===== src/core/lpt_pkg.sv =====
// Purpose: Shared constants for the LCD panel timing generator.
// Assumes: 32-bit Avalon-MM register words at byte offsets.
// Notes:   Register table entries are indexed 0 to 8 in the order below.
package lpt_pkg;
   localparam int REG_N = 9;
   localparam int CW    = 10;
   localparam int PW    = 12;

   localparam logic [7:0] OFS_HTOTAL = 8'h20;
   localparam logic [7:0] OFS_HDISP  = 8'h24;
   localparam logic [7:0] OFS_HSTART = 8'h28;
   localparam logic [7:0] OFS_LSYNC  = 8'h2c;
   localparam logic [7:0] OFS_VTOTAL = 8'h30;
   localparam logic [7:0] OFS_VDISP  = 8'h34;
   localparam logic [7:0] OFS_VSTART = 8'h38;
   localparam logic [7:0] OFS_FSYNC  = 8'h3c;
   localparam logic [7:0] OFS_CTRL   = 8'h80;
   localparam logic [7:0] OFS_STAT   = 8'h84;

   localparam int I_HTOTAL = 0;
   localparam int I_HDISP  = 1;
   localparam int I_HSTART = 2;
   localparam int I_LSYNC  = 3;
   localparam int I_VTOTAL = 4;
   localparam int I_VDISP  = 5;
   localparam int I_VSTART = 6;
   localparam int I_FSYNC  = 7;
   localparam int I_CTRL   = 8;

   localparam logic [REG_N-1:0][7:0] REG_OFS = {OFS_CTRL, OFS_FSYNC, OFS_VSTART,
      OFS_VDISP, OFS_VTOTAL, OFS_LSYNC, OFS_HSTART, OFS_HDISP, OFS_HTOTAL};
   localparam logic [REG_N-1:0][31:0] REG_MASK = {32'h000000f3, 32'h008703ff,
      32'h000003ff, 32'h000003ff, 32'h000003ff, 32'h00ff03ff, 32'h000003ff,
      32'h0000007f, 32'h0000007f};
   localparam logic [REG_N-1:0][31:0] REG_RST = {REG_N{32'h00000000}};

   localparam int UNIT_SHIFT     = 3;
   localparam int SYNC_POL_BIT   = 23;
   localparam int SYNC_W_LSB     = 16;
   localparam int LSYNC_W_BITS   = 7;
   localparam int FSYNC_W_BITS   = 3;
   localparam int CTRL_TFT_BIT   = 0;
   localparam int CTRL_EN_BIT    = 1;
   localparam int CTRL_DIV_LSB   = 4;
   localparam int DIV_W          = 4;
   localparam int STAT_LINE_LSB  = 16;
   localparam logic [PW-1:0] PASSIVE_HSTART = 12'h016;
   localparam logic [PW-1:0] TFT_HSTART_ADD = 12'h005;
   localparam logic [PW-1:0] LSYNC_ADD      = 12'h001;
   localparam logic [PW-1:0] ONE_POS        = 12'h001;

   typedef enum logic [0:0] {
      LPT_BUS_IDLE   = 1'b0,
      LPT_BUS_ANSWER = 1'b1
   } lpt_bus_e;
endpackage


===== src/core/lpt_axis_counter.sv =====
// Purpose: One timing axis: a wrapping position counter with a window and a pulse.
// Assumes: Positions are zero based; lengths are at least one.
// Notes:   Window and pulse are combinational from the counter.
`timescale 1ns/1ps
module lpt_axis_counter (
   input  wire logic                   core_clk_in,
   input  wire logic                   rst_n_in,
   input  wire logic                   step_in,
   input  wire logic                   clear_in,
   input  wire logic [lpt_pkg::CW-1:0] last_in,
   input  wire logic [lpt_pkg::PW-1:0] win_begin_in,
   input  wire logic [lpt_pkg::PW-1:0] win_len_in,
   input  wire logic [lpt_pkg::PW-1:0] pulse_begin_in,
   input  wire logic [lpt_pkg::PW-1:0] pulse_len_in,
   output logic      [lpt_pkg::CW-1:0] count_out,
   output logic                        wrap_out,
   output logic                        window_out,
   output logic                        pulse_out
);
   logic [lpt_pkg::CW-1:0] count;
   logic [lpt_pkg::CW-1:0] next_count;
   logic [lpt_pkg::PW:0]   pos;
   logic [lpt_pkg::PW:0]   win_end;
   logic [lpt_pkg::PW:0]   pulse_end;

   always_comb begin
      // Wrapping also on a count beyond the total keeps a shrunk total safe.
      wrap_out   = step_in && (count >= last_in);
      next_count = count;
      if (clear_in) begin
         next_count = '0;
      end else if (wrap_out) begin
         next_count = '0;
      end else if (step_in) begin
         next_count = count + 1'b1;
      end
      pos        = {3'b000, count};
      win_end    = {1'b0, win_begin_in} + {1'b0, win_len_in};
      pulse_end  = {1'b0, pulse_begin_in} + {1'b0, pulse_len_in};
      window_out = (pos >= {1'b0, win_begin_in}) && (pos < win_end);
      pulse_out  = (pos >= {1'b0, pulse_begin_in}) && (pos < pulse_end);
   end

   always_ff @(posedge core_clk_in or negedge rst_n_in) begin
      if (!rst_n_in) begin
         count <= '0;
      end else begin
         count <= next_count;
      end
   end

   assign count_out = count;
endmodule // lpt_axis_counter


===== src/core/lpt_timing_gen.sv =====
// Purpose: Programmable LCD panel timing generator with an Avalon-MM register slave.
// Assumes: Byte addresses, whole 32-bit register words.
// Notes:   Pixel rate is the core clock divided by the control divider plus one.
//
// What this block does
// Horizontal display period field counts 8-pixel units, stored as count/8 minus one.
// Passive panels: software uses display period at least 32, in 16-pixel steps.
// TFT panels: software uses display period at least 8, in 8-pixel steps.
// Passive panels: start field is zero and display starts at pixel 22.
// TFT panels: display starts at the start field plus 5 pixels.
// Software keeps start plus period below total, blanking at least 8 clocks.
// Line sync polarity bit 23: zero gives active low, one active high.
// Passive panels: software sets line sync polarity to active high.
// Line sync pulse lasts the width field at bits 22-16 plus one pixels.
// Line sync pulse starts at the start field plus one pixel.
// Passive panels: software keeps line sync width plus start below total.
// Vertical total field holds lines minus one, at most 1024 lines.
// Vertical display field holds displayed lines minus one.
// TFT display starts at the field line; passive panels write zero there.
// Software keeps vertical start plus period strictly below vertical total.
// Horizontal total field counts 8-pixel units, stored as count/8 minus one.
// Frame sync polarity bit 23: zero gives active low, one active high.
// Frame sync pulse lasts the width field at bits 18-16 plus one lines.
// Frame sync pulse starts at the start field line.
// Pixel counter wraps at total, line counter steps per wrap; active inside both.
//
// The Avalon-MM register port was decided locally.
`timescale 1ns/1ps
module lpt_timing_gen (
   input  wire logic        core_clk_in,
   input  wire logic        rst_n_in,
   input  wire logic [7:0]  avs_address_in,
   input  wire logic        avs_read_in,
   input  wire logic        avs_write_in,
   input  wire logic [3:0]  avs_byteenable_in,
   input  wire logic [31:0] avs_writedata_in,
   output logic      [31:0] avs_readdata_out,
   output logic             avs_waitrequest_out,
   output logic             line_sync_pin_out,
   output logic             frame_sync_pin_out,
   output logic             display_active_out,
   output logic             frame_start_out
);
   logic [lpt_pkg::REG_N-1:0][31:0] word;
   logic [lpt_pkg::REG_N-1:0][31:0] next_word;
   logic [lpt_pkg::REG_N-1:0]       hit;
   logic                            stat_hit;
   logic [31:0]                     lane_mask;
   lpt_pkg::lpt_bus_e               bus_state;
   lpt_pkg::lpt_bus_e               next_bus_state;
   logic                            waitreq;
   logic                            next_waitreq;
   logic [31:0]                     rdata;
   logic [31:0]                     next_rdata;
   logic                            req;
   logic                            commit_wr;

   logic [6:0]              ht_field;
   logic [6:0]              hdp_field;
   logic [9:0]              hds_field;
   logic                    lsync_pol;
   logic [6:0]              lsync_w;
   logic [9:0]              lsync_s;
   logic [9:0]              vt_field;
   logic [9:0]              vdp_field;
   logic [9:0]              vds_field;
   logic                    fsync_pol;
   logic [2:0]              fsync_w;
   logic [9:0]              fsync_s;
   logic                    panel_tft;
   logic                    run_en;
   logic [lpt_pkg::DIV_W-1:0] div_field;

   logic [lpt_pkg::CW-1:0]  h_last;
   logic [lpt_pkg::PW-1:0]  h_begin;
   logic [lpt_pkg::PW-1:0]  h_len;
   logic [lpt_pkg::PW-1:0]  hs_begin;
   logic [lpt_pkg::PW-1:0]  hs_len;
   logic [lpt_pkg::PW-1:0]  v_begin;
   logic [lpt_pkg::PW-1:0]  v_len;
   logic [lpt_pkg::PW-1:0]  vs_begin;
   logic [lpt_pkg::PW-1:0]  vs_len;

   logic [lpt_pkg::DIV_W-1:0] div_cnt;
   logic [lpt_pkg::DIV_W-1:0] next_div_cnt;
   logic                    pix_en;
   logic                    line_en;
   logic [lpt_pkg::CW-1:0]  h_count;
   logic [lpt_pkg::CW-1:0]  v_count;
   logic                    h_wrap;
   logic                    v_wrap;
   logic                    h_win;
   logic                    v_win;
   logic                    h_pulse;
   logic                    v_pulse;

   logic                    line_sync;
   logic                    frame_sync;
   logic                    disp_act;
   logic                    frm_start;
   logic                    next_line_sync;
   logic                    next_frame_sync;
   logic                    next_disp_act;
   logic                    next_frm_start;

   // Avalon-MM slave: one wait cycle, then the access completes.
   assign req       = avs_read_in || avs_write_in;
   assign commit_wr = avs_write_in && (bus_state == lpt_pkg::LPT_BUS_ANSWER);

   genvar gi;
   generate
      for (gi = 0; gi < 4; gi++) begin : g_lane
         assign lane_mask[gi*8 +: 8] = {8{avs_byteenable_in[gi]}};
      end
      for (gi = 0; gi < lpt_pkg::REG_N; gi++) begin : g_reg
         assign hit[gi] = (avs_address_in == lpt_pkg::REG_OFS[gi]);
         always_comb begin
            next_word[gi] = word[gi];
            if (commit_wr && hit[gi]) begin
               next_word[gi] = ((word[gi] & ~lane_mask) |
                                (avs_writedata_in & lane_mask)) &
                               lpt_pkg::REG_MASK[gi];
            end
         end
      end
   endgenerate

   assign stat_hit = (avs_address_in == lpt_pkg::OFS_STAT);

   always_comb begin
      next_bus_state = bus_state;
      next_rdata     = rdata;
      case (bus_state)
         lpt_pkg::LPT_BUS_IDLE: begin
            if (req) begin
               next_bus_state = lpt_pkg::LPT_BUS_ANSWER;
               // Unmapped addresses read as zero; writes to them are dropped.
               next_rdata = 32'h00000000;
               if (avs_read_in) begin
                  for (int i = 0; i < lpt_pkg::REG_N; i++) begin
                     if (hit[i]) begin
                        next_rdata = word[i];
                     end
                  end
                  if (stat_hit) begin
                     // Stopped timing reports its syncs inactive, as the pins show.
                     next_rdata = {disp_act, run_en && h_pulse, run_en && v_pulse, 3'b000,
                                   v_count, 6'h00, h_count};
                  end
               end
            end
         end
         lpt_pkg::LPT_BUS_ANSWER: begin
            next_bus_state = lpt_pkg::LPT_BUS_IDLE;
         end
         default: begin
            next_bus_state = lpt_pkg::LPT_BUS_IDLE;
         end
      endcase
      next_waitreq = (next_bus_state != lpt_pkg::LPT_BUS_ANSWER);
   end

   always_ff @(posedge core_clk_in or negedge rst_n_in) begin
      if (!rst_n_in) begin
         bus_state <= lpt_pkg::LPT_BUS_IDLE;
         waitreq   <= 1'b1;
         rdata     <= 32'h00000000;
         word      <= lpt_pkg::REG_RST;
      end else begin
         bus_state <= next_bus_state;
         waitreq   <= next_waitreq;
         rdata     <= next_rdata;
         word      <= next_word;
      end
   end

   // Field extraction.
   assign ht_field  = word[lpt_pkg::I_HTOTAL][6:0];
   assign hdp_field = word[lpt_pkg::I_HDISP][6:0];
   assign hds_field = word[lpt_pkg::I_HSTART][9:0];
   assign lsync_pol = word[lpt_pkg::I_LSYNC][lpt_pkg::SYNC_POL_BIT];
   assign lsync_w   = word[lpt_pkg::I_LSYNC][lpt_pkg::SYNC_W_LSB +: lpt_pkg::LSYNC_W_BITS];
   assign lsync_s   = word[lpt_pkg::I_LSYNC][9:0];
   assign vt_field  = word[lpt_pkg::I_VTOTAL][9:0];
   assign vdp_field = word[lpt_pkg::I_VDISP][9:0];
   assign vds_field = word[lpt_pkg::I_VSTART][9:0];
   assign fsync_pol = word[lpt_pkg::I_FSYNC][lpt_pkg::SYNC_POL_BIT];
   assign fsync_w   = word[lpt_pkg::I_FSYNC][lpt_pkg::SYNC_W_LSB +: lpt_pkg::FSYNC_W_BITS];
   assign fsync_s   = word[lpt_pkg::I_FSYNC][9:0];
   assign panel_tft = word[lpt_pkg::I_CTRL][lpt_pkg::CTRL_TFT_BIT];
   assign run_en    = word[lpt_pkg::I_CTRL][lpt_pkg::CTRL_EN_BIT];
   assign div_field = word[lpt_pkg::I_CTRL][lpt_pkg::CTRL_DIV_LSB +: lpt_pkg::DIV_W];

   // Derived positions, all zero based in pixels or lines.
   always_comb begin
      // Total of (field+1)*8 pixels, so the last pixel is field*8+7.
      h_last = {ht_field, 3'b111};
      // Display length of (field+1)*8 pixels.
      h_len = {2'b00, hdp_field, 3'b000} +
              (lpt_pkg::ONE_POS << lpt_pkg::UNIT_SHIFT);
      if (panel_tft) begin
         h_begin = {2'b00, hds_field} + lpt_pkg::TFT_HSTART_ADD;
      end else begin
         // The start field is ignored on passive panels.
         h_begin = lpt_pkg::PASSIVE_HSTART;
      end
      hs_begin = {2'b00, lsync_s} + lpt_pkg::LSYNC_ADD;
      hs_len   = {5'b00000, lsync_w} + lpt_pkg::ONE_POS;
      v_begin  = {2'b00, vds_field};
      v_len    = {2'b00, vdp_field} + lpt_pkg::ONE_POS;
      vs_begin = {2'b00, fsync_s};
      vs_len   = {9'h000, fsync_w} + lpt_pkg::ONE_POS;
   end

   // Pixel-rate enable from the core clock.
   always_comb begin
      pix_en       = run_en && (div_cnt >= div_field);
      next_div_cnt = div_cnt + 1'b1;
      if (!run_en || pix_en) begin
         next_div_cnt = '0;
      end
   end

   always_ff @(posedge core_clk_in or negedge rst_n_in) begin
      if (!rst_n_in) begin
         div_cnt <= '0;
      end else begin
         div_cnt <= next_div_cnt;
      end
   end

   // Horizontal and vertical axes.
   assign line_en = h_wrap;

   lpt_axis_counter u_horiz (
      .core_clk_in    (core_clk_in),
      .rst_n_in       (rst_n_in),
      .step_in        (pix_en),
      .clear_in       (!run_en),
      .last_in        (h_last),
      .win_begin_in   (h_begin),
      .win_len_in     (h_len),
      .pulse_begin_in (hs_begin),
      .pulse_len_in   (hs_len),
      .count_out      (h_count),
      .wrap_out       (h_wrap),
      .window_out     (h_win),
      .pulse_out      (h_pulse)
   );

   lpt_axis_counter u_vert (
      .core_clk_in    (core_clk_in),
      .rst_n_in       (rst_n_in),
      .step_in        (line_en),
      .clear_in       (!run_en),
      .last_in        (vt_field),
      .win_begin_in   (v_begin),
      .win_len_in     (v_len),
      .pulse_begin_in (vs_begin),
      .pulse_len_in   (vs_len),
      .count_out      (v_count),
      .wrap_out       (v_wrap),
      .window_out     (v_win),
      .pulse_out      (v_pulse)
   );

   // Registered panel outputs. Stopped timing holds syncs inactive.
   always_comb begin
      next_line_sync  = !lsync_pol ^ (run_en && h_pulse);
      next_frame_sync = !fsync_pol ^ (run_en && v_pulse);
      next_disp_act   = run_en && h_win && v_win;
      next_frm_start  = v_wrap;
   end

   always_ff @(posedge core_clk_in or negedge rst_n_in) begin
      if (!rst_n_in) begin
         line_sync  <= 1'b1;
         frame_sync <= 1'b1;
         disp_act   <= 1'b0;
         frm_start  <= 1'b0;
      end else begin
         line_sync  <= next_line_sync;
         frame_sync <= next_frame_sync;
         disp_act   <= next_disp_act;
         frm_start  <= next_frm_start;
      end
   end

   assign avs_readdata_out    = rdata;
   assign avs_waitrequest_out = waitreq;
   assign line_sync_pin_out   = line_sync;
   assign frame_sync_pin_out  = frame_sync;
   assign display_active_out  = disp_act;
   assign frame_start_out     = frm_start;
endmodule // lpt_timing_gen


===== config.mk =====
export PLATFORM = sky130hd
export DESIGN_NAME = lpt_timing_gen
export DESIGN_NICKNAME = d
export VERILOG_FILES = /design/src/core/lpt_pkg.sv /design/src/core/lpt_axis_counter.sv /design/src/core/lpt_timing_gen.sv
export SDC_FILE = /design/constraint.sdc
export NUM_CORES = 1
export LEC_CHECK = 0
export CORE_MARGIN = 2
export CORE_UTILIZATION = 35
export DETAILED_ROUTE_END_ITERATION = 7
export DONT_BUFFER_PORTS = 1
export SYNTH_ARGS = -nofsm -noshare
export SYNTH_HDL_FRONTEND = slang
export SYNTH_HIERARCHICAL = 1
export SYNTH_SLANG_ARGS = --single-unit

===== constraint.sdc =====
create_clock -name core_clk_in -period 6.4 [get_ports core_clk_in]
set_input_delay 0.32 -clock core_clk_in [delete_from_list [all_inputs] [get_ports core_clk_in]]
set_output_delay 0.32 -clock core_clk_in [all_outputs]
set_load 0.03 [all_outputs]

# Yosys cells after proc, flatten, opt, wreduce, memory -nomap -nowiden
# Index checks and enable logic that the tools add are counted.
[totals]
reg_bits = 154
latch_bits = 0
ramBits = 0
rom_bits = 0
out_inout_bits = 37
wordCells = 127
memories = 0
[classes]
add_sub_neg = 13
mul = 0
div = 0
order_cmp = 11
n_eq_ne = 12
shift = 0
muxes = 21
bitwise = 24
n_reduce_logical = 27
[ops]
columns = ["cell", "count"]
rows = [
  ["$mux 32", 10],
  ["$and 24x24->24", 3],
  ["$eq 8x6->1 const B", 8],
  ["$mux 10", 6],
  ["$lt 10x13->1", 4],
  ["$or 24x24->24", 2],
  ["$and 10x10->10", 4],
  ["$ge 10x10->1", 4],
  ["$or 10x10->10", 4],
  ["$not 24->24", 1],
  ["$add 10x1->11 const B", 2],
  ["$ge 10x11->1", 2],
  ["$logic_and 1x1->1", 21],
  ["$add 10x1->10 const B", 2],
  ["$eq 8x8->1 const B", 2],
  ["$and 7x7->7", 2],
  ["$or 7x7->7", 2],
  ["$add 10x11->12", 1],
  ["$add 11x11->12", 1],
  ["$add 11x8->12", 1],
  ["$add 10x3->11 const B", 1],
  ["$add 10x4->11", 1],
  ["$add 10x4->11 const B", 1],
  ["$mux 11", 1],
  ["other kinds (16)", 22],
]

# Longest topological paths before layout
# Gate-level depths: netlist (run 1).
[logic_depth]
depth_word = 12
depth_mapped = 19

# By module
# The synthesis (run 1) kept the hierarchy.
[modules_own_cells]
columns = ["mod", "n_inst", "cells_each", "area_per_inst_um2"]
rows = [
  ["lpt_timing_gen", 1, 602, 6686.4],
  ["lpt_axis_counter (u_vert)", 1, 331, 2721.4],
  ["lpt_axis_counter (u_horiz)", 1, 323, 2670.1],
]

# Worst setup path before layout (run 1)
# Ideal clock, no wire load.
[synth_timing]
path_type = "register to register"
from = "register with a tool-made name"
to = "register disp_act (netlist: display_active_out)"
arrival_time_ns = 3.489
t_required_ns = 6.333
setup_slack_ns = 2.844
stages_incl_launch_ff = 17
path_buffers = 0
path_cell_list = "dfrtp_1 -> and3_1 -> and4_1 -> nand2_1 -> xnor2_1 -> ha_1 -> a21o_1 -> nor3_1 -> a21oi_1 -> xnor2_1 -> ha_1 -> and3_1 -> a2111o_1 -> a31oi_1 -> a211oi_2 -> a2111oi_2 -> and3_1"
[synth_lines]
columns = ["element", "line", "source"]
rows = [
  ["to (signal assigned)", "lpt_timing_gen.sv:284", "disp_act <= next_disp_act;"],
  ["to (decl)", "lpt_timing_gen.sv:99", "logic disp_act;"],
]

==> results.sh, run 1 <==
export IMPL_crit_end="display_active_out"
export IMPL_synth_compound_area_frac=0.185
export IMPL_synth_cells=1256
export IMPL_rsz0062_at_grt="false"
export IMPL_clock_sinks=145
export IMPL_ys_types=93
export IMPL_r2r_cells=17
export IMPL_critical_path_required_ns=6.76
export IMPL_yosysTopAreaCell="dfrtp_1"
export IMPL_synth_xor_area_frac=0.0558
export IMPL_crit_fanout=5
export IMPL_power_density_nw_per_um2=172
export IMPL_nets=1493
export IMPL_fmax_mhz=234
export IMPL_postRouteAntennaNets=0
export IMPL_ir_worst_vdd_uv=171
export IMPL_setup_tns_ns=0
export IMPL_reg2reg_slack_ns=2.13
export IMPL_clockBufferDepth=2
export IMPL_min_period_ns=4.27
export IMPL_finalWorstSetupSlack_ns=2.13
export IMPL_seq_area_frac_synth=0.301
export IMPL_syn_area_per_cell_um2=9.62
export IMPL_start_kind="register"
export IMPL_drive_gt1_frac=0.133
export IMPL_place_ws_ns=2.17
export IMPL_clkTransAtPathRegs_ns=0.06
export IMPL_synthAdderAreaFrac=0.169
export IMPL_placedInstanceArea_um2=12600
export IMPL_final_util=0.389
export IMPL_grt_overflow=0
export IMPL_dieArea_um2=36000
export IMPL_cap_violations=0
export IMPL_drtPass1Iterations=5
export IMPL_synthFlopType="dfrtp_1"
export IMPL_synthTopCellsByArea="dfrtp_1 (29%), ha_1 (16%), mux2_2 (8.5%)"
export IMPL_worstPathArrival_ns=4.63
export IMPL_wl_per_cell_um=20.1
export IMPL_htree_levels=4
export IMPL_drt_initial_drc_count=808
export IMPL_cts_resized=0
export IMPL_setup_violations=0
export IMPL_cts_root_buf="clkbuf_16"
export IMPL_die_height_um=190
export IMPL_tightest_slew_ns=1.22
export IMPL_clock_latency_ns=0.43
export IMPL_postCtsSetupBuffers=0
export IMPL_synth_commonest_cells="ha_1 (157), dfrtp_1 (142), inv_1 (96)"
export IMPL_grt_pass1_vias=9657
export IMPL_grt_pass1_wl_um=55800
export IMPL_cts_buffers=17
export IMPL_grt_max_degree=146
export IMPL_portBuffers=0
export IMPL_yosys_area_share_simple=0.149
export IMPL_status="complete, no violations"
export IMPL_grtUsageTotal=0.201
export IMPL_holdCritPathClass="primary input to register"
export IMPL_critical_path_endpoint_type="register"
export IMPL_ctsHoldBuffers=2
export IMPL_maxSlewHeadroom=0.185
export IMPL_power_total_mw=2.29
export IMPL_yosys_register_bits=145
export IMPL_r2r_end="display_active_out"
export IMPL_dp_hpwl_um=26700
export IMPL_antenna_found_initial=2
export IMPL_pin_count=85
export IMPL_synth_edf_count=0
export IMPL_critPathKind="register to register"
export IMPL_yosysWarnings=6
export IMPL_gp_congestion=0.898
export IMPL_synthArstFlopShare=1.00
export IMPL_drc=0
export IMPL_synth_top_family_by_area="compound AO/OA/AOI/OAI gates"
export IMPL_fp_coreArea_um2=34300
export IMPL_row_count=68
export IMPL_num_vias=9846
export IMPL_synthesis_area_um2=12100
export IMPL_synth_top_area_share=0.294
export IMPL_slew_violations=0
export IMPL_leakage_nw=6.25
export IMPL_wl_um=35300
export IMPL_fillers=3349
export IMPL_finalHoldViolations=0
export IMPL_synth_most_common_cell="ha_1"
export IMPL_skew_ns=0.0110
export IMPL_cts_tree="built"
export IMPL_start_util=0.352
export IMPL_areaGrowthSynthToFinish_pct=10.4
export IMPL_design_area_um2=13300
export IMPL_dieWidth_um=190
export IMPL_routed_via_density=5.62
export IMPL_fin_crit_sh=0.667
export IMPL_synthMuxAreaShare=0.0933
==> through the flow <==
stage | instances | hold WS (ns)
after global routing | 1752 | 0.0147
after global placement | 1718 | 0.0379
final | 1753 | 0.0268
after detailed placement | 1718 | 0.0375
after CTS | 1752 | 0.0136
after floorplan | 1296 | 0.0244
==> worst min path at each step <==
stage                                     from                         end  slack (ns)  cells past startpoint
after detailed placement              rst_n_in  asynchronous set/reset pin        0.04                      0
after CTS                 avs_writedata_in[16]                    register        0.01                      2
after global routing      avs_writedata_in[16]                    register        0.01                      2
final                     avs_writedata_in[16]                    register        0.03                      2
after floorplan                       rst_n_in  asynchronous set/reset pin        0.02                      0
after global placement                rst_n_in  asynchronous set/reset pin        0.04                      0
==> kinds of logic (layout without fill, tap and decap cells) <==
family | count (synthesis) | count (layout)
simple gates | 324 | 324
compound gates | 314 | 314
fa+ha+maj | 161 | 161
flops | 145 | 145
buf+inv | 133 | 134
mux | 100 | 100
xor+xnor | 77 | 77
other cells | 2 | 43
==> cell usage in the layout, fill, tap and decap left out, types with 12 or more instances in the layout <==
cell,netlist,final
xor2_1,33,33
a31oi_1,16,16
nand2b_1,26,26
nor3_1,20,20
nor2_1,49,49
nor2b_1,14,14
dfrtp_1,142,142
nand3_1,41,41
clkbuf_16,0,17
o21ai_0,49,49
conb_1,2,42
mux2_2,91,91
a21o_1,31,31
and3_1,21,21
xnor2_1,44,44
o21ai_1,13,13
a21oi_1,59,59
o21a_1,12,12
ha_1,157,157
inv_1,96,96
a22oi_1,13,13
nand2_1,80,80
==> report_power, final <==
group	switching (mW)	leakage, nW	total, mW	internal (mW)
combinational	0.113	3.92	0.179	0.0657
sequential	0.0201	2.00	0.948	0.928
clock	0.421	0.324	1.16	0.740
==> worst max-delay path, cell delays in order, from the launching register on <==
cell,delay [ns]
dfrtp_1,0.45
ha_1,0.31
o21ai_0,0.21
xor2_1,0.18
nand2_1,0.11
ha_1,0.39
a21oi_1,0.15
nor2_1,0.05
a31o_2,0.22
o41ai_2,0.37
xor2_1,0.13
ha_1,0.21
or3_1,0.37
a211oi_1,0.23
o21ai_0,0.15
o311a_1,0.14
a31oi_1,0.32
and3_1,0.21
==> metal layers <==
metal  up-vias  track usage  part of all wire
met4         0       0.0626             0.028
li1       4659            -                 -
met2       308        0.328              0.46
met3        60       0.0476             0.073
met5         -            0                 0
met1      4819        0.264              0.44
==> layout make-up <==
cell class / count / area (um^2) / area share
Clock buffer: 18 / 429 / 0.0322
Tap cell: 455 / 569 / 0.0427
Clock inverter: 14 / 250 / 0.0188
Multi-Input combinational cell: 1018 / 8030 / 0.602
Timing Repair Buffer: 5 / 60.1 / 0.00450
Sequential cell: 145 / 3630 / 0.272
Antenna cell: 1 / 2.50 / 0.000188
Inverter: 97 / 364 / 0.0273
Note: power is estimated with default switching activity, not from simulation.
==> inputs of run 2 (changes only) <==
==> constraint.sdc (replaced) <==
create_clock -name core_clk_in -period 3.5 [get_ports core_clk_in]
set_input_delay 0.175 -clock core_clk_in [delete_from_list [all_inputs] [get_ports core_clk_in]]
set_output_delay 0.175 -clock core_clk_in [all_outputs]
set_load 0.03 [all_outputs]
==> results.sh, run 2 (synthesized netlist as in run 1, its figures left out) <==
export IMPL_grt_pass1_vias=10416
export IMPL_p_seq_frac=0.425
export IMPL_gp_congestion=0.908
export IMPL_p_sw_mw=1.06
export IMPL_maxSlewHeadroom=0.239
export IMPL_power_density_nw_per_um2=278
export IMPL_drc=0
export IMPL_finalWorstSetupSlack_ns=-0.0802
export IMPL_setup_violations=3
export IMPL_fin_crit_sh=1.02
export IMPL_crit_path_max_incr_delay_ns=0.39
export IMPL_portBuffers=0
export IMPL_power_frac_comb=0.094
export IMPL_setup_tns_ns=-0.146
export IMPL_worstPathArrival_ns=3.95
export IMPL_start_kind="register"
export IMPL_row_count=68
export IMPL_dieWidth_um=190
export IMPL_clkTransAtPathRegs_ns=0.07
export IMPL_crit_buf_inv=2
export IMPL_critical_path_required_ns=3.87
export IMPL_rsz0062_at_grt="true"
export IMPL_antenna_found_initial=4
export IMPL_nets=1615
export IMPL_num_vias=10421
export IMPL_clockBufferDepth=2
export IMPL_ctsHoldBuffers=18
export IMPL_grt_max_degree=146
export IMPL_clock_power_share=0.481
export IMPL_fmax_mhz=279
export IMPL_routed_via_density=5.56
export IMPL_finalHoldViolations=145
export IMPL_min_period_ns=3.58
export IMPL_power_total_mw=4.06
export IMPL_areaGrowthSynthToFinish_pct=20.9
export IMPL_postRouteAntennaNets=0
export IMPL_wl_um=37600
export IMPL_clock_latency_ns=0.44
export IMPL_clock_sinks=145
export IMPL_ir_worst_vdd_uv=236
export IMPL_power_internal_mw=3.01
export IMPL_drive_gt1_frac=0.240
export IMPL_leakage_nw=6.86
export IMPL_grtUsageTotal=0.213
export IMPL_slew_violations=0
export IMPL_final_common_cell="ha_1"
export IMPL_htree_levels=4
export IMPL_final_util=0.426
export IMPL_grt_pass1_wl_um=59000
export IMPL_cts_tree="built"
export IMPL_start_util=0.352
export IMPL_drt_initial_drc_count=654
export IMPL_cts_buffers=17
export IMPL_dp_hpwl_um=28300
export IMPL_fp_coreArea_um2=34300
export IMPL_crit_fanout=4
export IMPL_wl_per_cell_um=20.1
export IMPL_pin_count=85
export IMPL_cts_root_buf="clkbuf_16"
export IMPL_worstPathCellList="buf_4, a21o_1, nand3_1, xnor2_1, and2_4, ha_4, inv_2, nor2_1, a31o_2, o41ai_4, xor2_1, ha_2, or3_4, a211oi_2, o21ai_1, o311a_1, a31oi_4, and3_1"
export IMPL_final_cell_mix="ha_1 (142), dfrtp_1 (140), buf_4 (109)"
export IMPL_drtPass1Iterations=6
export IMPL_critPathKind="register to register"
export IMPL_holdWs_ns=-0.568
export IMPL_die_height_um=190
export IMPL_grt_overflow=0
export IMPL_status="finished with violations"
export IMPL_cap_violations=0
export IMPL_path_delay_family="compound AO/OA/AOI/OAI gates"
export IMPL_dieArea_um2=36000
export IMPL_holdCritPathClass="primary input to asynchronous set/reset pin"
export IMPL_cp_slowest_cell="dfrtp_1"
export IMPL_tightest_slew_ns=1.14
export IMPL_skew_ns=0.0152
export IMPL_critical_path_endpoint_type="register"
export IMPL_violations="negative hold slack, negative setup slack"
export IMPL_p_sw_frac=0.260
[run 2: cell types whose count changed in the layout (fill, tap and decap cells not counted), sizes merged]
cell	delta
clkbuf	+1
clkinv	+1
dlygate4sd3	+17
buf	+105
clkinvlp	+1
bufinv	-3
[run 2: area by class of cell]
| cell class | instances | area (um^2) |
|---|---|---|
| clock buffers | 19 | 443 |
| multi-input cells | 1018 | 8420 |
| flip-flops and latches | 145 | 3630 |
| repair buffers | 127 | 998 |
| diodes | 1 | 2.50 |
| inverters | 97 | 364 |
| fillers | 3271 | 19700 |
| clock inverters | 13 | 175 |
| well taps | 455 | 569 |
[run 2: final timing paths]
path | start | end | slack [ns] | cells after the start
max | register | display_active_out | -0.08 | 18
min | rst_n_in | u_vert/count_out[9] | -0.57 | 0
max reg2reg | register | display_active_out | -0.08 | 18
min reg2reg | register | line_sync_pin_out | 0.46 | 1
max in group asynchronous | rst_n_in | avs_waitrequest_out | 3.77 | 0
min in group core_clk_in | avs_address_in[4] | avs_readdata_out[1] | 0.07 | 3
[run 2: metal layers]
layer | part of all wire | up-vias | GRT usage
met4 | 0.025 | 6 | 0.0626
met3 | 0.079 | 68 | 0.0540
li1 | - | 4894 | -
met1 | 0.44 | 5100 | 0.283
met5 | 0.00098 | - | 0
met2 | 0.45 | 353 | 0.342
[run 2: metrics by stage]
step	std cells	cell area, um^2	worst slack, ns
finish	1875	14600	-0.0802
global route	1875	14600	-0.249
CTS	1868	14400	-0.0671
detailed placement	1814	13400	-0.327
global placement	1814	13400	-0.303
floorplan	1296	12300	0.00205
[run 2: timing repair]
action / CTS / global route
setup endpoints to repair: 3 / 5
resized for setup: 31 / 43
hold endpoints to repair: 237 / 145
setup buffers: 5 / 6
pin swaps: 28 / 22
[run 2: power groups by stage]
stage | clock [mW] | combinational, mW | sequential, mW
after floorplan | 0 | 0.255 | 1.75
after global placement | 0 | 0.306 | 1.76
after detailed placement | 0 | 0.310 | 1.76
after CTS | 1.98 | 0.365 | 1.73
after global routing | 2.05 | 0.419 | 1.73
final | 1.96 | 0.381 | 1.73
[run 2: worst reg2reg max path, cell delays in order (launching register included)]
cell and delay, ns:
dfrtp_1 0.39, buf_4 0.14, a21o_1 0.21, nand3_1 0.10, xnor2_1 0.12, and2_4 0.18
ha_4 0.20, inv_2 0.05, nor2_1 0.04, a31o_2 0.24, o41ai_4 0.33, xor2_1 0.12
ha_2 0.20, or3_4 0.37, a211oi_2 0.13, o21ai_1 0.09, o311a_1 0.17, a31oi_4 0.24
and3_1 0.19
==> inputs of run 3 (changes only) <==
--- a/config.mk
+++ b/config.mk
@@ -9,6 +9,7 @@
 export CORE_UTILIZATION = 35
 export DETAILED_ROUTE_END_ITERATION = 7
 export DONT_BUFFER_PORTS = 1
+export SKIP_CTS_REPAIR_TIMING = 1
 export SYNTH_ARGS = -nofsm -noshare
 export SYNTH_HDL_FRONTEND = slang
 export SYNTH_HIERARCHICAL = 1
==> results.sh, run 3 (synthesized netlist as in run 1, its figures left out) <==
export IMPL_fin_crit_sh=1.06
export IMPL_pin_count=85
export IMPL_status="finished with violations"
export IMPL_dieWidth_um=190
export IMPL_fp_coreArea_um2=34300
export IMPL_grt_max_degree=146
export IMPL_htree_levels=4
export IMPL_gp_congestion=0.908
export IMPL_final_common_cell="ha_1"
export IMPL_clock_latency_ns=0.43
export IMPL_rsz0062_at_grt="true"
export IMPL_holdCritPathClass="primary input to asynchronous set/reset pin"
export IMPL_grtUsageTotal=0.209
export IMPL_tightest_slew_ns=1.13
export IMPL_reg2reg_slack_ns=-0.20
export IMPL_maxSlewHeadroom=0.248
export IMPL_grt_overflow=0
export IMPL_drt_initial_drc_count=700
export IMPL_final_cell_mix="ha_1 (144), dfrtp_1 (140), buf_4 (105)"
export IMPL_drc=0
export IMPL_r2r_end="display_active_out"
export IMPL_setup_violations=3
export IMPL_cts_buffers=17
export IMPL_power_total_mw=4.06
export IMPL_start_util=0.352
export IMPL_num_vias=10426
export IMPL_crit_fanout=4
export IMPL_postRouteAntennaNets=0
export IMPL_critPathKind="register to register"
export IMPL_skew_ns=0.0117
export IMPL_r2r_cells=18
export IMPL_cts_tree="built"
export IMPL_finalWorstSetupSlack_ns=-0.203
export IMPL_slew_violations=0
export IMPL_start_kind="register"
export IMPL_drtPass1Iterations=8
export IMPL_clockBufferDepth=2
export IMPL_clkTransAtPathRegs_ns=0.07
export IMPL_place_ws_ns=-0.327
export IMPL_ir_worst_vdd_uv=236
export IMPL_grt_pass1_vias=10213
export IMPL_grt_pass1_wl_um=57800
export IMPL_wl_um=37700
export IMPL_cts_root_buf="clkbuf_16"
export IMPL_power_density_nw_per_um2=279
export IMPL_final_util=0.424
export IMPL_antenna_found_initial=7
export IMPL_critical_path_required_ns=3.87
export IMPL_leakage_nw=6.84
export IMPL_violations="negative hold slack, negative setup slack"
export IMPL_routed_via_density=5.57
export IMPL_portBuffers=0
export IMPL_worstPathArrival_ns=4.07
export IMPL_cap_violations=0
export IMPL_wl_per_cell_um=20.1
export IMPL_die_height_um=190
export IMPL_row_count=68
export IMPL_holdWs_ns=-0.562
export IMPL_clock_sinks=145
export IMPL_nets=1611
export IMPL_drive_gt1_frac=0.233
export IMPL_dp_hpwl_um=28300
export IMPL_areaGrowthSynthToFinish_pct=20.3
export IMPL_dieArea_um2=36000
export IMPL_fmax_mhz=270
export IMPL_critical_path_endpoint_type="register"
export IMPL_min_period_ns=3.70
export IMPL_finalHoldViolations=145
run 3: cell count changes in the layout (fill, tap and decap cells not counted), moves of 2 or more:
cell / previous run / this run
o21ai_2: 6 / 4
diode_2: 1 / 3
ha_4: 5 / 2
buf_4: 109 / 105
ha_1: 142 / 144
run 3: critical path: stages, from the launching register on:
cell	delay [ns]
dfrtp_1	0.40
buf_4	0.14
a21o_1	0.21
nand3_1	0.10
xnor2_1	0.12
and2_4	0.19
ha_4	0.20
inv_1	0.07
nor2_1	0.05
a31o_2	0.24
o41ai_4	0.37
xor2_1	0.12
ha_2	0.19
or3_4	0.37
a211oi_2	0.18
o21ai_1	0.09
o311a_1	0.15
a31oi_4	0.26
and3_1	0.19
run 3: cell type report:
type,instances,area [um^2]
clock buffer,19,443
fill,3294,19800
sequential,145,3630
antenna,3,7.51
clock inverter,13,175
multi-input combinational,1018,8370
inverter,97,364
timing repair buffer,123,968
tap,455,569
run 3: power by group:
group          internal (mW)  switching (mW)  leakage [nW]
sequential              1.70          0.0295          2.00
clock                   1.16           0.798         0.294
combinational          0.153           0.225          4.55
total                   3.01            1.05          6.84
run 3: worst max-delay path by stage:
stage	start	slack, ns	end
after CTS	register	-0.36	display_active_out
after global routing	register	-0.36	display_active_out
after global placement	register	-0.30	display_active_out
after detailed placement	register	-0.33	display_active_out
final	register	-0.20	display_active_out
after floorplan	register	0.002	display_active_out
run 3: stage by stage:
| stage | instance area (um^2) | setup TNS [ns] | std cells |
|---|---|---|---|
| floorplan | 12300 | 0 | 1296 |
| global placement | 13400 | -0.480 | 1814 |
| detailed placement | 13400 | -0.816 | 1814 |
| CTS | 14000 | -0.872 | 1846 |
| global route | 14500 | -0.812 | 1871 |
| finish | 14500 | -0.236 | 1873 |
run 3: metal layers:
layer | routed length, um | vias up | track usage | share of wire
met5 | 46 | - | 0 | 0.0012
met4 | 1010 | 8 | 0.0623 | 0.027
met3 | 2760 | 64 | 0.0620 | 0.073
met2 | 16900 | 337 | 0.330 | 0.45
met1 | 17000 | 5122 | 0.276 | 0.45
li1 | - | 4895 | - | -
